### src/logic/hs_io_pkg.sv
package hs_io_pkg;

	// ----------------------------------------
	// Timing
	// ----------------------------------------
	localparam int unsigned CLK_NS = 50;
	localparam int unsigned SETTLE_STEP_NS = 100;
	localparam int unsigned SETTLE_STEP_CYC = (SETTLE_STEP_NS + CLK_NS - 1) / CLK_NS;
	localparam int unsigned SETTLE_MAX_CODE = 7;
	localparam int unsigned REPLY_SHORT_NS = 100;
	localparam int unsigned REPLY_SHORT_CYC = (REPLY_SHORT_NS + CLK_NS - 1) / CLK_NS;
	localparam int unsigned REPLY_LONG_NS = 500;
	localparam int unsigned REPLY_LONG_CYC = (REPLY_LONG_NS + CLK_NS - 1) / CLK_NS;

	// ----------------------------------------
	// Register indices
	// ----------------------------------------
	localparam logic [2:0] ADDR_PORT_AB = 3'h0;
	localparam logic [2:0] ADDR_PORT_CD = 3'h1;
	localparam logic [2:0] ADDR_SETUP_G1 = 3'h2;
	localparam logic [2:0] ADDR_SETUP_G2 = 3'h3;
	localparam logic [2:0] ADDR_DIR = 3'h4;
	localparam logic [2:0] ADDR_EXTRA = 3'h5;
	localparam logic [2:0] ADDR_STATUS = 3'h6;

	// ----------------------------------------
	// Group setup fields
	// ----------------------------------------
	localparam int unsigned F_EN_LO = 0;
	localparam int unsigned F_EN_HI = 1;
	localparam int unsigned F_PULSE = 2;
	localparam int unsigned F_EDGE = 3;
	localparam int unsigned F_STB_FLIP = 4;
	localparam int unsigned F_RPL_FLIP = 5;
	localparam int unsigned F_MAN_RPL = 6;
	localparam int unsigned F_CLEAR = 7;
	localparam int unsigned F_SETTLE_LO = 8;
	localparam int unsigned F_SETTLE_HI = 10;
	localparam int unsigned F_SPARE_OUT = 11;
	localparam int unsigned F_CAPTURE = 12;

	// ----------------------------------------
	// Status fields, three bits per group
	// ----------------------------------------
	localparam int unsigned S_STB = 0;
	localparam int unsigned S_RPL = 1;
	localparam int unsigned S_RDY = 2;
	localparam int unsigned S_SPARE = 6;

	// ----------------------------------------
	// Reset values
	// ----------------------------------------
	localparam logic [15:0] SETUP_RST = 16'h0000;
	localparam logic [3:0] DIR_RST = 4'h0;
	localparam logic [1:0] EXTRA_RST = 2'h0;
	localparam logic [7:0] PORT_RST = 8'h00;

	typedef enum {HS_IDLE, HS_SETTLE, HS_REPLY, HS_WAIT} hs_state_t;

endpackage

### src/logic/hs_group_engine.sv
`timescale 1ns/1ps
module hs_group_engine #(
	parameter int unsigned CNT_W = 5
) (
	input wire logic clk_in,
	input wire logic rst_in,
	input wire logic clear_in,
	input wire logic active_in,
	input wire logic write_mode_in,
	input wire logic launch_in,
	input wire logic pulse_in,
	input wire logic strobe_evt_in,
	input wire logic host_access_in,
	input wire logic [2:0] settle_sel_in,
	input wire logic long_in,
	output logic reply_active_out,
	output logic ready_out,
	output logic capture_out
);
	hs_io_pkg::hs_state_t state;
	logic [CNT_W-1:0] cnt;
	logic [CNT_W-1:0] settle_cyc;
	logic [CNT_W-1:0] width_cyc;
	logic armed;
	logic ready_set;
	logic ready_clr;
	logic idle_in;
	logic lvl_evt;

	// Counters must hold the longest delay and pulse
	if (hs_io_pkg::SETTLE_MAX_CODE * hs_io_pkg::SETTLE_STEP_CYC >= 2 ** CNT_W ||
		hs_io_pkg::REPLY_LONG_CYC >= 2 ** CNT_W) begin : bad_cnt_w
		$error("CNT_W too small for settle delay or reply pulse");
	end

	// Delay code steps uniformly, each step one settle unit
	assign settle_cyc = CNT_W'(32'(settle_sel_in) * hs_io_pkg::SETTLE_STEP_CYC);
	assign width_cyc = long_in ? CNT_W'(hs_io_pkg::REPLY_LONG_CYC - 1) : CNT_W'(hs_io_pkg::REPLY_SHORT_CYC - 1);
	assign idle_in = (state == hs_io_pkg::HS_IDLE) && !write_mode_in;
	assign lvl_evt = (state == hs_io_pkg::HS_REPLY) && !pulse_in && strobe_evt_in;
	// Input data is latched on the active strobe event
	assign capture_out = !write_mode_in && strobe_evt_in && (idle_in || lvl_evt);

	// ready set terms
	// Ready set and clear terms; set wins over a host access in the same cycle
	assign ready_set = (launch_in && write_mode_in) || capture_out ||
		(write_mode_in && lvl_evt) ||
		((state == hs_io_pkg::HS_WAIT) && strobe_evt_in);
	assign ready_clr = host_access_in && ready_out;

	// Sequencer: settle delay, reply pulse or level, wait for strobe
	always_ff @(posedge clk_in or posedge rst_in) begin
		if (rst_in) begin
			state <= hs_io_pkg::HS_IDLE;
			cnt <= '0;
			reply_active_out <= 1'b0;
		end else if (clear_in || !active_in) begin
			state <= hs_io_pkg::HS_IDLE;
			cnt <= '0;
			reply_active_out <= 1'b0;
		end else begin
			case (state)
				hs_io_pkg::HS_IDLE: begin
					if ((write_mode_in && armed && ready_clr) || capture_out) begin
						cnt <= settle_cyc;
						state <= hs_io_pkg::HS_SETTLE;
					end
				end
				hs_io_pkg::HS_SETTLE: begin
					if (cnt == '0) begin
						reply_active_out <= 1'b1;
						cnt <= width_cyc;
						state <= hs_io_pkg::HS_REPLY;
					end else begin
						cnt <= cnt - 1'b1;
					end
				end
				hs_io_pkg::HS_REPLY: begin
					if (lvl_evt) begin
						reply_active_out <= 1'b0;
						cnt <= settle_cyc;
						state <= write_mode_in ? hs_io_pkg::HS_IDLE : hs_io_pkg::HS_SETTLE;
					end else if (pulse_in && cnt == '0) begin
						reply_active_out <= 1'b0;
						state <= write_mode_in ? hs_io_pkg::HS_WAIT : hs_io_pkg::HS_IDLE;
					end else if (pulse_in) begin
						cnt <= cnt - 1'b1;
					end
				end
				hs_io_pkg::HS_WAIT: begin
					if (strobe_evt_in) begin
						state <= hs_io_pkg::HS_IDLE;
					end
				end
				default: state <= hs_io_pkg::HS_IDLE;
			endcase
		end
	end

	// Armed only by a launch after reset or a group clear
	always_ff @(posedge clk_in or posedge rst_in) begin
		if (rst_in) begin
			armed <= 1'b0;
		end else if (clear_in || !active_in) begin
			armed <= 1'b0;
		end else if (launch_in) begin
			armed <= 1'b1;
		end
	end

	// Transfer ready flag
	always_ff @(posedge clk_in or posedge rst_in) begin
		if (rst_in) begin
			ready_out <= 1'b0;
		end else if (clear_in || !active_in) begin
			ready_out <= 1'b0;
		end else if (ready_set) begin
			ready_out <= 1'b1;
		end else if (ready_clr) begin
			ready_out <= 1'b0;
		end
	end
endmodule

### src/logic/strobed_parallel_handshake_io.sv
// The register offsets and the plain strobed port were decided locally.
`timescale 1ns/1ps
module strobed_parallel_handshake_io (
	input wire logic clk_in,
	input wire logic rst_in,
	input wire logic [2:0] addr_in,
	input wire logic [15:0] wdata_in,
	input wire logic wr_in,
	input wire logic rd_in,
	output logic [15:0] rdata_out,
	input wire logic [31:0] port_lines_in,
	output logic [31:0] port_lines_out,
	output logic [3:0] port_oe_out,
	input wire logic peer_strobe_in_g1_in,
	input wire logic peer_strobe_in_g2_in,
	output logic handshake_reply_g1_out,
	output logic handshake_reply_g2_out,
	input wire logic spare_input_one_in,
	input wire logic spare_input_two_in,
	output logic spare_output_one_out,
	output logic spare_output_two_out
);
	// ----------------------------------------
	// Declarations
	// ----------------------------------------
	logic [15:0] setup [2];
	logic [3:0] dir;
	logic [1:0] extra;
	logic [7:0] out_reg [4];
	logic [15:0] cap [2];
	logic [7:0] port_view [4];
	logic [1:0] stb_meta;
	logic [1:0] stb_sync;
	logic [1:0] stb_prev;
	logic [1:0] spare_meta;
	logic [1:0] spare_sync;
	logic [31:0] lines_meta;
	logic [31:0] lines_sync;
	logic [1:0] stb_now;
	logic [1:0] stb_evt;
	logic [1:0] grp_write;
	logic [1:0] grp_write_q;
	logic [1:0] grp_active;
	logic [1:0] reply_act;
	logic [1:0] ready;
	logic [1:0] capture;
	logic [1:0] reply_q;
	logic [15:0] next_rdata;
	logic [7:0] status;

	// ----------------------------------------
	// Pin synchronisers
	// ----------------------------------------

	always_ff @(posedge clk_in or posedge rst_in) begin
		if (rst_in) begin
			stb_meta <= 2'h0;
			stb_sync <= 2'h0;
		end else begin
			stb_meta <= {peer_strobe_in_g2_in, peer_strobe_in_g1_in};
			stb_sync <= stb_meta;
		end
	end

	// Spare inputs and port lines are asynchronous pins too
	always_ff @(posedge clk_in or posedge rst_in) begin
		if (rst_in) begin
			spare_meta <= 2'h0;
			spare_sync <= 2'h0;
			lines_meta <= 32'h0000_0000;
			lines_sync <= 32'h0000_0000;
		end else begin
			spare_meta <= {spare_input_two_in, spare_input_one_in};
			spare_sync <= spare_meta;
			lines_meta <= port_lines_in;
			lines_sync <= lines_meta;
		end
	end

	// Previous polarity-corrected strobe, for edge detection
	always_ff @(posedge clk_in or posedge rst_in) begin
		if (rst_in) begin
			stb_prev <= 2'h0;
			grp_write_q <= 2'h0;
		end else begin
			stb_prev <= stb_now;
			grp_write_q <= grp_write;
		end
	end

	// ----------------------------------------
	// Shared configuration registers
	// ----------------------------------------

	always_ff @(posedge clk_in or posedge rst_in) begin
		if (rst_in) begin
			dir <= hs_io_pkg::DIR_RST;
		end else if (wr_in && addr_in == hs_io_pkg::ADDR_DIR) begin
			dir <= wdata_in[3:0];
		end
	end

	// Long reply pulse select, one bit per group
	always_ff @(posedge clk_in or posedge rst_in) begin
		if (rst_in) begin
			extra <= hs_io_pkg::EXTRA_RST;
		end else if (wr_in && addr_in == hs_io_pkg::ADDR_EXTRA) begin
			extra <= wdata_in[1:0];
		end
	end

	// ----------------------------------------
	// Per-group logic
	// ----------------------------------------
	for (genvar g = 0; g < 2; g++) begin : grp
		localparam logic [2:0] PORT_ADDR = (g == 0) ? hs_io_pkg::ADDR_PORT_AB : hs_io_pkg::ADDR_PORT_CD;
		localparam logic [2:0] SETUP_ADDR = (g == 0) ? hs_io_pkg::ADDR_SETUP_G1 : hs_io_pkg::ADDR_SETUP_G2;
		logic [1:0] en;
		logic pulse;
		logic edge_sel;
		logic port_hit;
		logic host_access;
		logic next_reply;

		assign en = setup[g][hs_io_pkg::F_EN_HI:hs_io_pkg::F_EN_LO];
		assign pulse = setup[g][hs_io_pkg::F_PULSE];
		assign edge_sel = setup[g][hs_io_pkg::F_EDGE];
		assign grp_active[g] = |en;
		assign grp_write[g] = |(dir[2*g+1:2*g] & en);

		assign stb_now[g] = stb_sync[g] ^ setup[g][hs_io_pkg::F_STB_FLIP];
		// trailing edge when pulse and edge set
		// leading edge otherwise, level mode also reacts to the rise
		assign stb_evt[g] = (pulse && edge_sel) ? (stb_prev[g] && !stb_now[g]) : (!stb_prev[g] && stb_now[g]);

		// Host data access counts toward the handshake only in the group's direction
		assign port_hit = addr_in == PORT_ADDR;
		assign host_access = port_hit && (grp_write[g] ? wr_in : rd_in);

		// Group setup register
		always_ff @(posedge clk_in or posedge rst_in) begin
			if (rst_in) begin
				setup[g] <= hs_io_pkg::SETUP_RST;
			end else if (wr_in && addr_in == SETUP_ADDR) begin
				setup[g] <= wdata_in;
			end
		end

		// output latches written whatever the handshake state
		always_ff @(posedge clk_in or posedge rst_in) begin
			if (rst_in) begin
				out_reg[2*g] <= hs_io_pkg::PORT_RST;
				out_reg[2*g+1] <= hs_io_pkg::PORT_RST;
			end else if (wr_in && port_hit) begin
				out_reg[2*g] <= wdata_in[7:0];
				out_reg[2*g+1] <= wdata_in[15:8];
			end
		end

		// latch pin data on the strobe event
		always_ff @(posedge clk_in or posedge rst_in) begin
			if (rst_in) begin
				cap[g] <= 16'h0000;
			end else if (capture[g]) begin
				cap[g] <= lines_sync[16*g+15:16*g];
			end
		end

		// clear bit resets engine state, ready and reply; read-mode strobe events still capture
		hs_group_engine #(
			.CNT_W(5)
		) engine (
			.clk_in(clk_in),
			.rst_in(rst_in),
			.clear_in(setup[g][hs_io_pkg::F_CLEAR]),
			.active_in(grp_active[g]),
			.write_mode_in(grp_write[g]),
			.launch_in(grp_write[g] && !grp_write_q[g]),
			.pulse_in(pulse),
			.strobe_evt_in(stb_evt[g]),
			.host_access_in(host_access),
			.settle_sel_in(setup[g][hs_io_pkg::F_SETTLE_HI:hs_io_pkg::F_SETTLE_LO]),
			.long_in(extra[g]),
			.reply_active_out(reply_act[g]),
			.ready_out(ready[g]),
			.capture_out(capture[g])
		);

		assign next_reply = grp_active[g] ? (reply_act[g] ^ setup[g][hs_io_pkg::F_RPL_FLIP])
			: setup[g][hs_io_pkg::F_MAN_RPL];

		// Reply pin is registered so the output comes from a flop
		always_ff @(posedge clk_in or posedge rst_in) begin
			if (rst_in) begin
				reply_q[g] <= 1'b0;
			end else begin
				reply_q[g] <= next_reply;
			end
		end
	end

	// ----------------------------------------
	// Per-port read view
	// ----------------------------------------
	for (genvar p = 0; p < 4; p++) begin : port
		localparam int unsigned G = p / 2;
		logic buffered;

		// Capture applies only to an enabled input port of a receiving group
		assign buffered = setup[G][hs_io_pkg::F_EN_LO + (p % 2)] && setup[G][hs_io_pkg::F_CAPTURE] && !grp_write[G];

		// output port reads back its driven value
		always_comb begin
			if (dir[p]) begin
				port_view[p] = out_reg[p];
			end else if (buffered) begin
				port_view[p] = cap[G][8*(p%2)+7:8*(p%2)];
			end else begin
				port_view[p] = lines_sync[8*p+7:8*p];
			end
		end

		// Pins and enables come straight from the latches
		assign port_lines_out[8*p+7:8*p] = out_reg[p];
	end

	assign port_oe_out = dir;

	// ----------------------------------------
	// Status and read data
	// ----------------------------------------

	// pin levels as seen at the connector, with ready flags
	assign status = {spare_sync,
		ready[1], reply_q[1], stb_sync[1],
		ready[0], reply_q[0], stb_sync[0]};

	// Unmapped addresses read as zero
	always_comb begin
		case (addr_in)
			hs_io_pkg::ADDR_PORT_AB: next_rdata = {port_view[1], port_view[0]};
			hs_io_pkg::ADDR_PORT_CD: next_rdata = {port_view[3], port_view[2]};
			hs_io_pkg::ADDR_SETUP_G1: next_rdata = setup[0];
			hs_io_pkg::ADDR_SETUP_G2: next_rdata = setup[1];
			hs_io_pkg::ADDR_DIR: next_rdata = {12'h000, dir};
			hs_io_pkg::ADDR_EXTRA: next_rdata = {14'h0000, extra};
			hs_io_pkg::ADDR_STATUS: next_rdata = {8'h00, status};
			default: next_rdata = 16'h0000;
		endcase
	end

	// Read data stand only in the cycle after the strobe, zero otherwise
	always_ff @(posedge clk_in or posedge rst_in) begin
		if (rst_in) begin
			rdata_out <= 16'h0000;
		end else if (rd_in) begin
			rdata_out <= next_rdata;
		end else begin
			rdata_out <= 16'h0000;
		end
	end

	// ----------------------------------------
	// Outputs
	// ----------------------------------------
	assign handshake_reply_g1_out = reply_q[0];
	assign handshake_reply_g2_out = reply_q[1];
	assign spare_output_one_out = setup[0][hs_io_pkg::F_SPARE_OUT];
	assign spare_output_two_out = setup[1][hs_io_pkg::F_SPARE_OUT];

endmodule

### config.mk
export PLATFORM = sky130hd
export DESIGN_NAME = strobed_parallel_handshake_io
export DESIGN_NICKNAME = d
export VERILOG_FILES = /design/src/logic/hs_io_pkg.sv /design/src/logic/hs_group_engine.sv /design/src/logic/strobed_parallel_handshake_io.sv
export SDC_FILE = /design/constraint.sdc
export NUM_CORES = 1
export LEC_CHECK = 0
export BUFFER_PORTS_ARGS = -buffer_cell sky130_fd_sc_hd__buf_2
export CORE_UTILIZATION = 49
export CTS_CLUSTER_SIZE = 14
export DETAILED_ROUTE_END_ITERATION = 12
export GPL_TIMING_DRIVEN = 1
export HOLD_SLACK_MARGIN = 0.05
export PLACE_DENSITY = 0.79
export SYNTH_ARGS = -nofsm -noshare
export SYNTH_HDL_FRONTEND = slang
export SYNTH_SLANG_ARGS = --single-unit
### constraint.sdc
create_clock -name clk_in -period 18.9 [get_ports clk_in]
set_clock_uncertainty 0.1 [all_clocks]
set_input_delay 0 -clock clk_in [delete_from_list [all_inputs] [get_ports clk_in]]
set_output_delay 0 -clock clk_in [all_outputs]
set_load 0.02 [all_outputs]
==> results of run 1 <==
==> report_power, final <==
part / switching [W] / internal [W]
Sequential: 0.0000852 / 0.000559
Combinational: 0.000191 / 0.000171
Clock: 0.000180 / 0.000245
==> layout make-up <==
cell class	instances	area, um2	area share
multi-input combinational	469	3583	0.3103
clock buffer	30	621.8	0.05385
timing repair buffer	207	1494	0.1294
sequential	216	5405	0.4681
tap	229	286.5	0.02481
clock inverter	8	77.57	0.006718
inverter	19	78.83	0.006826
==> metrics by stage <==
stage | setup slack [ps] | utilization
global placement | 16180 | 0.5481
CTS | 16090 | 0.6358
floorplan | 12890 | -
finish | 16070 | 0.6363
detailed placement | 16100 | 0.5481
global route | 15940 | 0.6363
==> logic make-up after synthesis <==
family / share of synthesized area
xor gates and xnor gates: 0.006550
adders and majority gates: 0.02183
and+or+nand+nor: 0.08502
DFF: 0.5895
AOI/OAI and AO/OA: 0.09553
muxes: 0.1812
buffers and inverters: 0.02033
==> sequential cells by signal (all words and copies together), names as in the netlist, 4 cells and up <==
signal / count
cap: 32
grp.en: 4
grp.engine.cnt: 10
grp.engine.state: 4
lines_meta: 32
lines_sync: 32
port_lines_out: 32
port_oe_out: 4
rdata_out: 16
setup: 22
==> final timing paths <==
path	startpoint	to	slack, ps
setup / recovery	grp[1].engine.state[0]	cap[15]	16070
hold / removal	port_lines_in[24]	lines_meta[24]	60
setup reg to reg	grp[1].engine.state[0]	cap[15]	16070
hold reg to reg	lines_meta[1]	lines_sync[1]	230
max in group asynchronous	rst_in	cap[15]	16970
min in group asynchronous	rst_in	lines_meta[29]	160
==> routing by layer <==
| layer | vias to the layer above | part of all wire | GRT usage |
|---|---|---|---|
| met4 | 0 | 0.037 | 0.09357 |
| met1 | 3278 | 0.41 | 0.3074 |
| met3 | 62 | 0.068 | 0.04351 |
| met5 | - | 0 | 0 |
| li1 | 3009 | - | - |
| met2 | 258 | 0.49 | 0.3926 |
==> cells in the mapped netlist, types with 9 or more instances <==
cell type / instances
mux2_2: 104
a22oi_1: 19
mux2i_1: 49
nor2_1: 24
ha_1: 16
dfrtp_1: 216
nand2_1: 79
nand3_1: 9
o21ai_0: 62
inv_1: 19
a21oi_1: 18
clkbuf_1: 15
==> results.md, run 1 <==
- Routed WL per cell: approximately 19 um
- GRT Residual Overflow: 0
- # setup viols final: 0
- Final Cell Area: approximately 12000 um2
- Design Power: ~0.0014 W
- Commonest non-fill, non-tap cell in the layout: dfrtp_1
- R2R cell count: 7
- Worst hold slack: between 60 and 70 ps
- # port buffers: ~110
- Clock buffer depth: 3
- All-Layer GR Usage: 0.2360
- F_max: approximately 350 MHz
- Leading register cell type out of synthesis: dfrtp_1
- Cells after DPL: roughly 1.1k
- Die area: just under 20000 um2
- Worst EP arrival: between 3000 and 4000 ps
- Syn nets: a little over 800
- Fillers: roughly 1.4k
- Die height: ~140 um
- Max stage delay on crit path: ~830 ps
- Antenna violations before repair: 0
- Clk root buf: clkbuf_16
- Async set-reset flop share out of synthesis: 1.000
- Commonest cells after routing, fill and taps aside: dfrtp_1, buf_2, mux2_2
- Worst-Skew Late Latency: a little over 500 ps
- Max-slew headroom: 0.2682
- CTS Buf Count: 23
- Post-synth EDFFs: 0
- Cell Area, Synth: just over 9000 um2
- WP depth: 7
- Final #Nets: 1011
- CTS tree: yes
- Worst Max-Slew Pin Slew: around 1100 ps
- Failing checks: design-rule violations
- Unique masters post-synth: 52
- Status: complete, but fails checks
- Share of cells above drive strength 1: 0.2898
- Register area share after synthesis: 0.5895
- Final Cycle Share: 0.1497
- Clk slew on worst S/H paths: 60 ps
- Slowest CP cell: nor2_2
- Via count: 6607
- 1st-iter DRT viols: 567
- Synth warnings: 0
- RSZ-0062 raised after global routing: no
- CP dominant cell by count: inv_1
- Post-CTS setup buffer count: 0
- Critical path cell sequence: inv_1, ha_1, inv_1, nor2_1, o21ai_0, nor2_2, mux2_2
- Min Tclk post-route: about 2800 ps
- Largest delay contributor family on the critical path: simple AND/OR/NAND/NOR gates
- HP Class: input port to register
- Area leader, netlist: dfrtp_1
- Area contributors post-synth: dfrtp_1, mux2_2, mux2i_1
- P_leak: 5.193 nW
- Worst VDD drop: between 0.07 and 0.08 mV
- Fin. max-slew vios: 0
- Drt first pass iters: 9
- Mapped Cells: 732
- Antenna viol nets, final: 0
- PwrDens: ~120 nW/um2
- Clock sink count: ~220
- Buf/Inv on CP: 2
- Post-cts repair resize count: 0
- DP Area: around 10000 um2
- Synthesis-stage register bit count: about 220
- Finished Layout Cells: between 1k and 1.5k
- Core area: 18150 um2
- First-pass GRT wire length: between 30000 and 40000 um
- Vias in the first global route: 6703
- Synth top area share: 0.5895
- I/O pins: roughly 120
- DRC violations left: 4
- Mean Syn Cell Area: between 10 and 15 um2
- Final TNS setup: 0 ps
- Hold-fix buffers, CTS: between 80 and 90
- Via/cell ratio: about 5.6
- Post-detail-place hpwl: 14220 um
- P&R area growth vs syn: 25.94%
- Critical path capture point type: register
- Diode count: 0
- Max cap viols: 0
- Die width: 138.8 um
- Largest net degree at the start of global routing: 142
- Fin. Hold Viols: 0
- Initial Utilization: 0.5052
- # H-tree levels: 1
- CP max FO: 17
- Crit Path Category: register to register
- Required time of the critical path: about 19000 ps
- Rows: 49
- Drt total wl: between 20000 and 25000 um
- Critical Path Start Type: register
- Placer Congestion: between 0.8 and 0.9
- Hold path depth: 2
Note: power is estimated with default switching activity, not from simulation.
==> inputs of run 2 (changes only) <==
--- a/config.mk
+++ b/config.mk
@@ -11,7 +11,7 @@
 export DETAILED_ROUTE_END_ITERATION = 12
 export GPL_TIMING_DRIVEN = 1
 export HOLD_SLACK_MARGIN = 0.05
-export PLACE_DENSITY = 0.79
+export PLACE_DENSITY = 0.82
 export SYNTH_ARGS = -nofsm -noshare
 export SYNTH_HDL_FRONTEND = slang
 export SYNTH_SLANG_ARGS = --single-unit
==> constraint.sdc (replaced) <==
create_clock -name clk_in -period 2.4 [get_ports clk_in]
set_clock_uncertainty 0.1 [all_clocks]
set_input_delay 0 -clock clk_in [delete_from_list [all_inputs] [get_ports clk_in]]
set_output_delay 0 -clock clk_in [all_outputs]
set_load 0.02 [all_outputs]
==> results.md, run 2 (synthesized netlist as in run 1, its figures left out) <==
- Final Cell Area: 11900 um2 (was 11550 um2)
- Initial Utilization: 0.5052 (unchanged)
- Antenna viol nets, final: 0 (unchanged)
- Max-slew headroom: 0.4162 (was 0.2682)
- Commonest cells after routing, fill and taps aside: dfrtp_1, buf_2, mux2_2 (unchanged)
- HP Class: input port to register (unchanged)
- Crit Path Category: register to register (unchanged)
- Buf/Inv on CP: 1 (was 2)
- DRC violations left: 4 (unchanged)
- Core area: 18150 um2 (unchanged)
- Largest delay contributor family on the critical path: simple AND/OR/NAND/NOR gates (unchanged)
- # H-tree levels: 1 (unchanged)
- P_leak: 5.396 nW (was 5.193 nW)
- PwrDens: 969.5 nW/um2 (was 123.9 nW/um2)
- Fin. max-slew vios: 0 (unchanged)
- All-Layer GR Usage: 0.2443 (was 0.2360)
- Worst hold slack: 71.96 ps (was 64.37 ps)
- Die area: 19260 um2 (unchanged)
- Max stage delay on crit path: 400 ps (was 830 ps)
- Drt first pass iters: 9 (unchanged)
- P&R area growth vs syn: 29.79% (was 25.94%)
- Clock sink count: 216 (unchanged)
- F_max: 446.5 MHz (was 353.4 MHz)
- CP max FO: 6 (was 17)
- Critical path capture point type: register (unchanged)
- # setup viols final: 0 (unchanged)
- Min Tclk post-route: 2240 ps (was 2830 ps)
- Final Cycle Share: 0.9333 (was 0.1497)
- First-pass GRT wire length: 37130 um (was 35740 um)
- Clock buffer depth: 3 (unchanged)
- Post-detail-place hpwl: 14770 um (was 14220 um)
- Fin. Hold Viols: 0 (unchanged)
- Share of cells above drive strength 1: 0.3154 (was 0.2898)
- Worst Max-Slew Pin Slew: 873.9 ps (was 1096 ps)
- I/O pins: 115 (unchanged)
- Failing checks: design-rule violations (unchanged)
- Status: complete, but fails checks (unchanged)
- Post-CTS setup buffer count: 0 (unchanged)
- Drt total wl: 23030 um (was 22540 um)
- Via/cell ratio: 5.633 (was 5.609)
- Via count: 6827 (was 6607)
- Core Util, Final: 0.6558 (was 0.6363)
- Die width: 138.8 um (unchanged)
- Final #Nets: 1043 (was 1011)
- Worst-Skew Late Latency: 510 ps (about the same)
- CTS Buf Count: 22 (was 23)
- Routed WL per cell: 19.00 um (was 19.13 um)
- Vias in the first global route: 7110 (was 6703)
- Required time of the critical path: 2730 ps (was 19170 ps)
- Worst EP arrival: 2570 ps (was 3100 ps)
- Commonest non-fill, non-tap cell in the layout: dfrtp_1 (unchanged)
- Slowest CP cell: dfrtp_1 (was nor2_2)
- Critical Path Start Type: register (unchanged)
- Worst VDD drop: 0.5776 mV (was 0.07860 mV)
- Rows: 49 (unchanged)
- Clk slew on worst S/H paths: 60 ps (about the same)
- Antenna violations before repair: 0 (unchanged)
- Largest net degree at the start of global routing: 46 (was 142)
- Max cap viols: 0 (unchanged)
- Clk root buf: clkbuf_16 (unchanged)
- CTS tree: yes (unchanged)
- GRT Residual Overflow: 0 (unchanged)
- Critical path cell sequence: inv_1, ha_1, nor4b_4, nor3_1, a211oi_2, nand3_1, or3_1, a21oi_1 (was inv_1, ha_1, inv_1, nor2_1, o21ai_0, nor2_2, mux2_2)
- # port buffers: 114 (unchanged)
- 1st-iter DRT viols: 493 (was 567)
- Diode count: 0 (unchanged)
- DP Area: 10250 um2 (was 9947 um2)
- Placer Congestion: 0.8264 (was 0.8483)
- Die height: 138.8 um (unchanged)
## run 2: cell types whose count changed in the layout (fill, tap and decap cells not counted), sizes merged
cell | before | now
inv | 19 | 18
buf | 117 | 150
clkinvlp | 2 | 1
clkinv | 5 | 3
bufinv | 1 | 2
clkbuf | 30 | 34
## run 2: timing repair
item,4_1_cts,5_1_grt
setup endpoints to repair,0,4
hold buffers,90,0
endpoints found under the hold margin,152,0
resized for setup,0,5
## run 2: final timing paths
path / cells past startpoint / start / endpoint / slack [ps]
worst max-delay path: 8 / grp[1].engine.cnt[0] / grp[1].engine.state[0] / 160
worst min-delay path: 2 / port_lines_in[24] / lines_meta[24] / 70
worst max register to register: 8 / grp[1].engine.cnt[0] / grp[1].engine.state[0] / 160
worst min register to register: 0 / lines_meta[26] / lines_sync[26] / 240
max in group asynchronous: 4 / rst_in / port_lines_out[28] / 1380
min in group asynchronous: 3 / rst_in / port_lines_out[20] / 110
## run 2: metrics by stage
step	worst slack [ps]	cells	power [W]	TNS (ps)
detailed placement	78.23	1083	0.007936	0
finish	160.1	1212	0.01154	0
CTS	74.59	1212	0.01150	0
global placement	172.3	1083	0.007817	0
global route	-40.47	1212	0.01209	-52.19
floorplan	-512.1	732	0.006966	-110620
## run 2: power by group
part / switching (W) / internal [W]
registers: 0.000595 / 0.00440
clock network: 0.00136 / 0.00206
logic: 0.00165 / 0.00146
total: 0.00361 / 0.00793
## run 2: layer usage
metal	GRT usage	up-vias	part of all wire
li1	-	3077	-
met1	0.3144	3381	0.40
met2	0.4083	296	0.50
met3	0.03384	73	0.063
met4	0.1211	0	0.041
met5	0	-	0
## run 2: final cells by class
class | count | area, um2
well taps | 229 | 286.5
repair buffers | 240 | 1804
fillers | 1293 | 6247
clock buffers | 34 | 646.9
flip-flops and latches | 216 | 5405
inverters | 19 | 75.07
multi-input cells | 469 | 3607
clock inverters | 5 | 75.07
## run 2: worst register-to-register path, stage by stage, from the launching register on
cell and delay, ps:
dfrtp_1 400, inv_1 60, ha_1 190, nor4b_4 360, nor3_1 110, a211oi_2 280
nand3_1 180, or3_1 370, a21oi_1 140
==> inputs of run 3 (changes only) <==
--- a/config.mk
+++ b/config.mk
@@ -6,12 +6,14 @@
 export NUM_CORES = 1
 export LEC_CHECK = 0
 export BUFFER_PORTS_ARGS = -buffer_cell sky130_fd_sc_hd__buf_2
-export CORE_UTILIZATION = 49
+export CELL_PAD_IN_SITES_DETAIL_PLACEMENT = 1
+export CELL_PAD_IN_SITES_GLOBAL_PLACEMENT = 1
+export CORE_UTILIZATION = 42
 export CTS_CLUSTER_SIZE = 14
 export DETAILED_ROUTE_END_ITERATION = 12
 export GPL_TIMING_DRIVEN = 1
 export HOLD_SLACK_MARGIN = 0.05
-export PLACE_DENSITY = 0.82
+export PLACE_DENSITY = 0.85
 export SYNTH_ARGS = -nofsm -noshare
 export SYNTH_HDL_FRONTEND = slang
 export SYNTH_SLANG_ARGS = --single-unit
==> results.md, run 3 (synthesized netlist as in run 1, its figures left out) <==
- Rows: 53 (was 49)
- Clock sink count: 216 (unchanged)
- Clock buffer depth: 3 (unchanged)
- Max stage delay on crit path: 420 ps (was 400 ps)
- Min Tclk post-route: 2296 ps (was 2240 ps)
- Max cap viols: 0 (unchanged)
- Worst EP arrival: 2630 ps (was 2570 ps)
- Commonest cells after routing, fill and taps aside: dfrtp_1, buf_2, mux2_2 (unchanged)
- Post-detail-place hpwl: 16780 um (was 14770 um)
- # port buffers: 114 (unchanged)
- CTS Buf Count: 23 (was 22)
- Placer Congestion: 0.8535 (was 0.8264)
- Routed WL per cell: 22.78 um (was 19.00 um)
- Via count: 7031 (was 6827)
- Design Power: 0.01241 W (was 0.01154 W)
- Critical path cell sequence: inv_1, ha_1, nor2b_1, o21ai_0, o211a_1, nand3b_4, or3_1, a21oi_2 (was inv_1, ha_1, nor4b_4, nor3_1, a211oi_2, nand3_1, or3_1, a21oi_1)
- HP Class: input port to register (unchanged)
- Antenna viol nets, final: 0 (unchanged)
- Largest delay contributor family on the critical path: simple AND/OR/NAND/NOR gates (unchanged)
- Worst VDD drop: 0.5575 mV (was 0.5776 mV)
- Buf/Inv on CP: 1 (unchanged)
- Antenna violations before repair: 1 (was 0)
- CTS tree: yes (unchanged)
- Share of cells above drive strength 1: 0.3211 (was 0.3154)
- Critical path capture point type: register (unchanged)
- DRC violations left: 0 (was 4)
- Critical Path Start Type: register (unchanged)
- Die height: 149.8 um (was 138.8 um)
- Drt total wl: 28630 um (was 23030 um)
- All-Layer GR Usage: 0.2646 (was 0.2443)
- Core Util, Final: 0.5689 (was 0.6558)
- Fin. Hold Viols: 0 (unchanged)
- P_leak: 5.430 nW (was 5.396 nW)
- Required time of the critical path: 2730 ps (about the same)
- F_max: 435.6 MHz (was 446.5 MHz)
- Fin. max-slew vios: 0 (unchanged)
- Final Cycle Share: 0.9566 (was 0.9333)
- Via/cell ratio: 5.593 (was 5.633)
- Commonest non-fill, non-tap cell in the layout: dfrtp_1 (unchanged)
- Initial Utilization: 0.4321 (was 0.5052)
- Max-slew headroom: 0.5742 (was 0.4162)
- # setup viols final: 0 (unchanged)
- Clk root buf: clkbuf_16 (unchanged)
- First-pass GRT wire length: 44890 um (was 37130 um)
- Core area: 21220 um2 (was 18150 um2)
- Final #Nets: 1042 (was 1043)
- GRT Residual Overflow: 0 (unchanged)
- Worst Max-Slew Pin Slew: 638.7 ps (was 873.9 ps)
- Die width: 149.8 um (was 138.8 um)
- Largest net degree at the start of global routing: 117 (was 46)
- Die area: 22430 um2 (was 19260 um2)
- P&R area growth vs syn: 31.67% (was 29.79%)
- Slowest CP cell: dfrtp_2 (was dfrtp_1)
- Vias in the first global route: 7873 (was 7110)
- I/O pins: 115 (unchanged)
- Worst hold slack: 65.50 ps (was 71.96 ps)
- Drt first pass iters: 5 (was 9)
- Clk slew on worst S/H paths: 60 ps (about the same)
- Status: completed (was complete, but fails checks)
- # H-tree levels: 1 (unchanged)
- CP max FO: 8 (was 6)
- 1st-iter DRT viols: 377 (was 493)
- PwrDens: 1028 nW/um2 (was 969.5 nW/um2)
- Worst-Skew Late Latency: 510 ps (about the same)
- Crit Path Category: register to register (unchanged)
[run 3: cell types whose count changed in the layout (fill, tap and decap cells not counted), moves of 2 or more]
cell | before | now
clkinv_2 | 3 | 1
buf_4 | 31 | 28
clkbuf_1 | 8 | 3
bufinv_16 | 2 | 6
dlygate4sd3_1 | 90 | 92
[run 3: area by class of cell]
| cell class | instances | area, um2 |
|---|---|---|
| inverters | 19 | 75.07 |
| multi-input cells | 469 | 3625 |
| diodes | 1 | 2.502 |
| repair buffers | 238 | 1782 |
| flip-flops and latches | 216 | 5406 |
| clock inverters | 10 | 210.2 |
| clock buffers | 29 | 628.1 |
| fillers | 2195 | 9148 |
| well taps | 275 | 344.1 |
[run 3: worst paths after layout]
path	slack [ps]	startpoint	end	cells past startpoint
min reg2reg	240	lines_meta[15]	lines_sync[15]	0
max in group asynchronous	1550	rst_in	cap[31]	4
max reg2reg	100	grp[0].engine.state[0]	grp[0].engine.state[0]	8
min in group asynchronous	80	rst_in	lines_sync[23]	4
max	100	grp[0].engine.state[0]	grp[0].engine.state[0]	8
min	70	port_lines_in[27]	lines_meta[27]	2
[run 3: per-layer routing]
layer  global-route usage  routed length (um)  vias up  part of all wire
li1                     -                   -     3070                 -
met1               0.3248               11280     3626              0.39
met2               0.4523               14590      254              0.51
met3              0.05061                1617       81             0.056
met4               0.1172                1144        0             0.040
met5                    0                   0        -                 0
[run 3: timing repair]
action	in CTS	in global routing
pin swaps	0	4
resized for setup	1	9
setup endpoints to repair	1	24
setup buffers	0	5
hold endpoints to repair	333	1
hold buffers	91	1
[run 3: power breakdown]
| group | switching (W) | total (W) | internal (W) |
|---|---|---|---|
| clock | 0.00148 | 0.00398 | 0.00250 |
| sequential | 0.000650 | 0.00505 | 0.00440 |
| combinational | 0.00184 | 0.00338 | 0.00154 |
| total | 0.00397 | 0.0124 | 0.00844 |
[run 3: per-stage QoR]
| step | std cells | setup slack, ps | cell area (um2) | TNS, ps |
|---|---|---|---|---|
| 6_report | 1257 | 104.1 | 12070 | 0 |
| 3_3_place_gp | 1120 | 158.5 | 10230 | 0 |
| 2_1_floorplan | 732 | -512.1 | 9173 | -110620 |
| 3_5_place_dp | 1120 | -22.21 | 10230 | -22.21 |
| 5_1_grt | 1257 | -29.86 | 12070 | -39.54 |
| 4_1_cts | 1250 | 64.98 | 11990 | 0 |
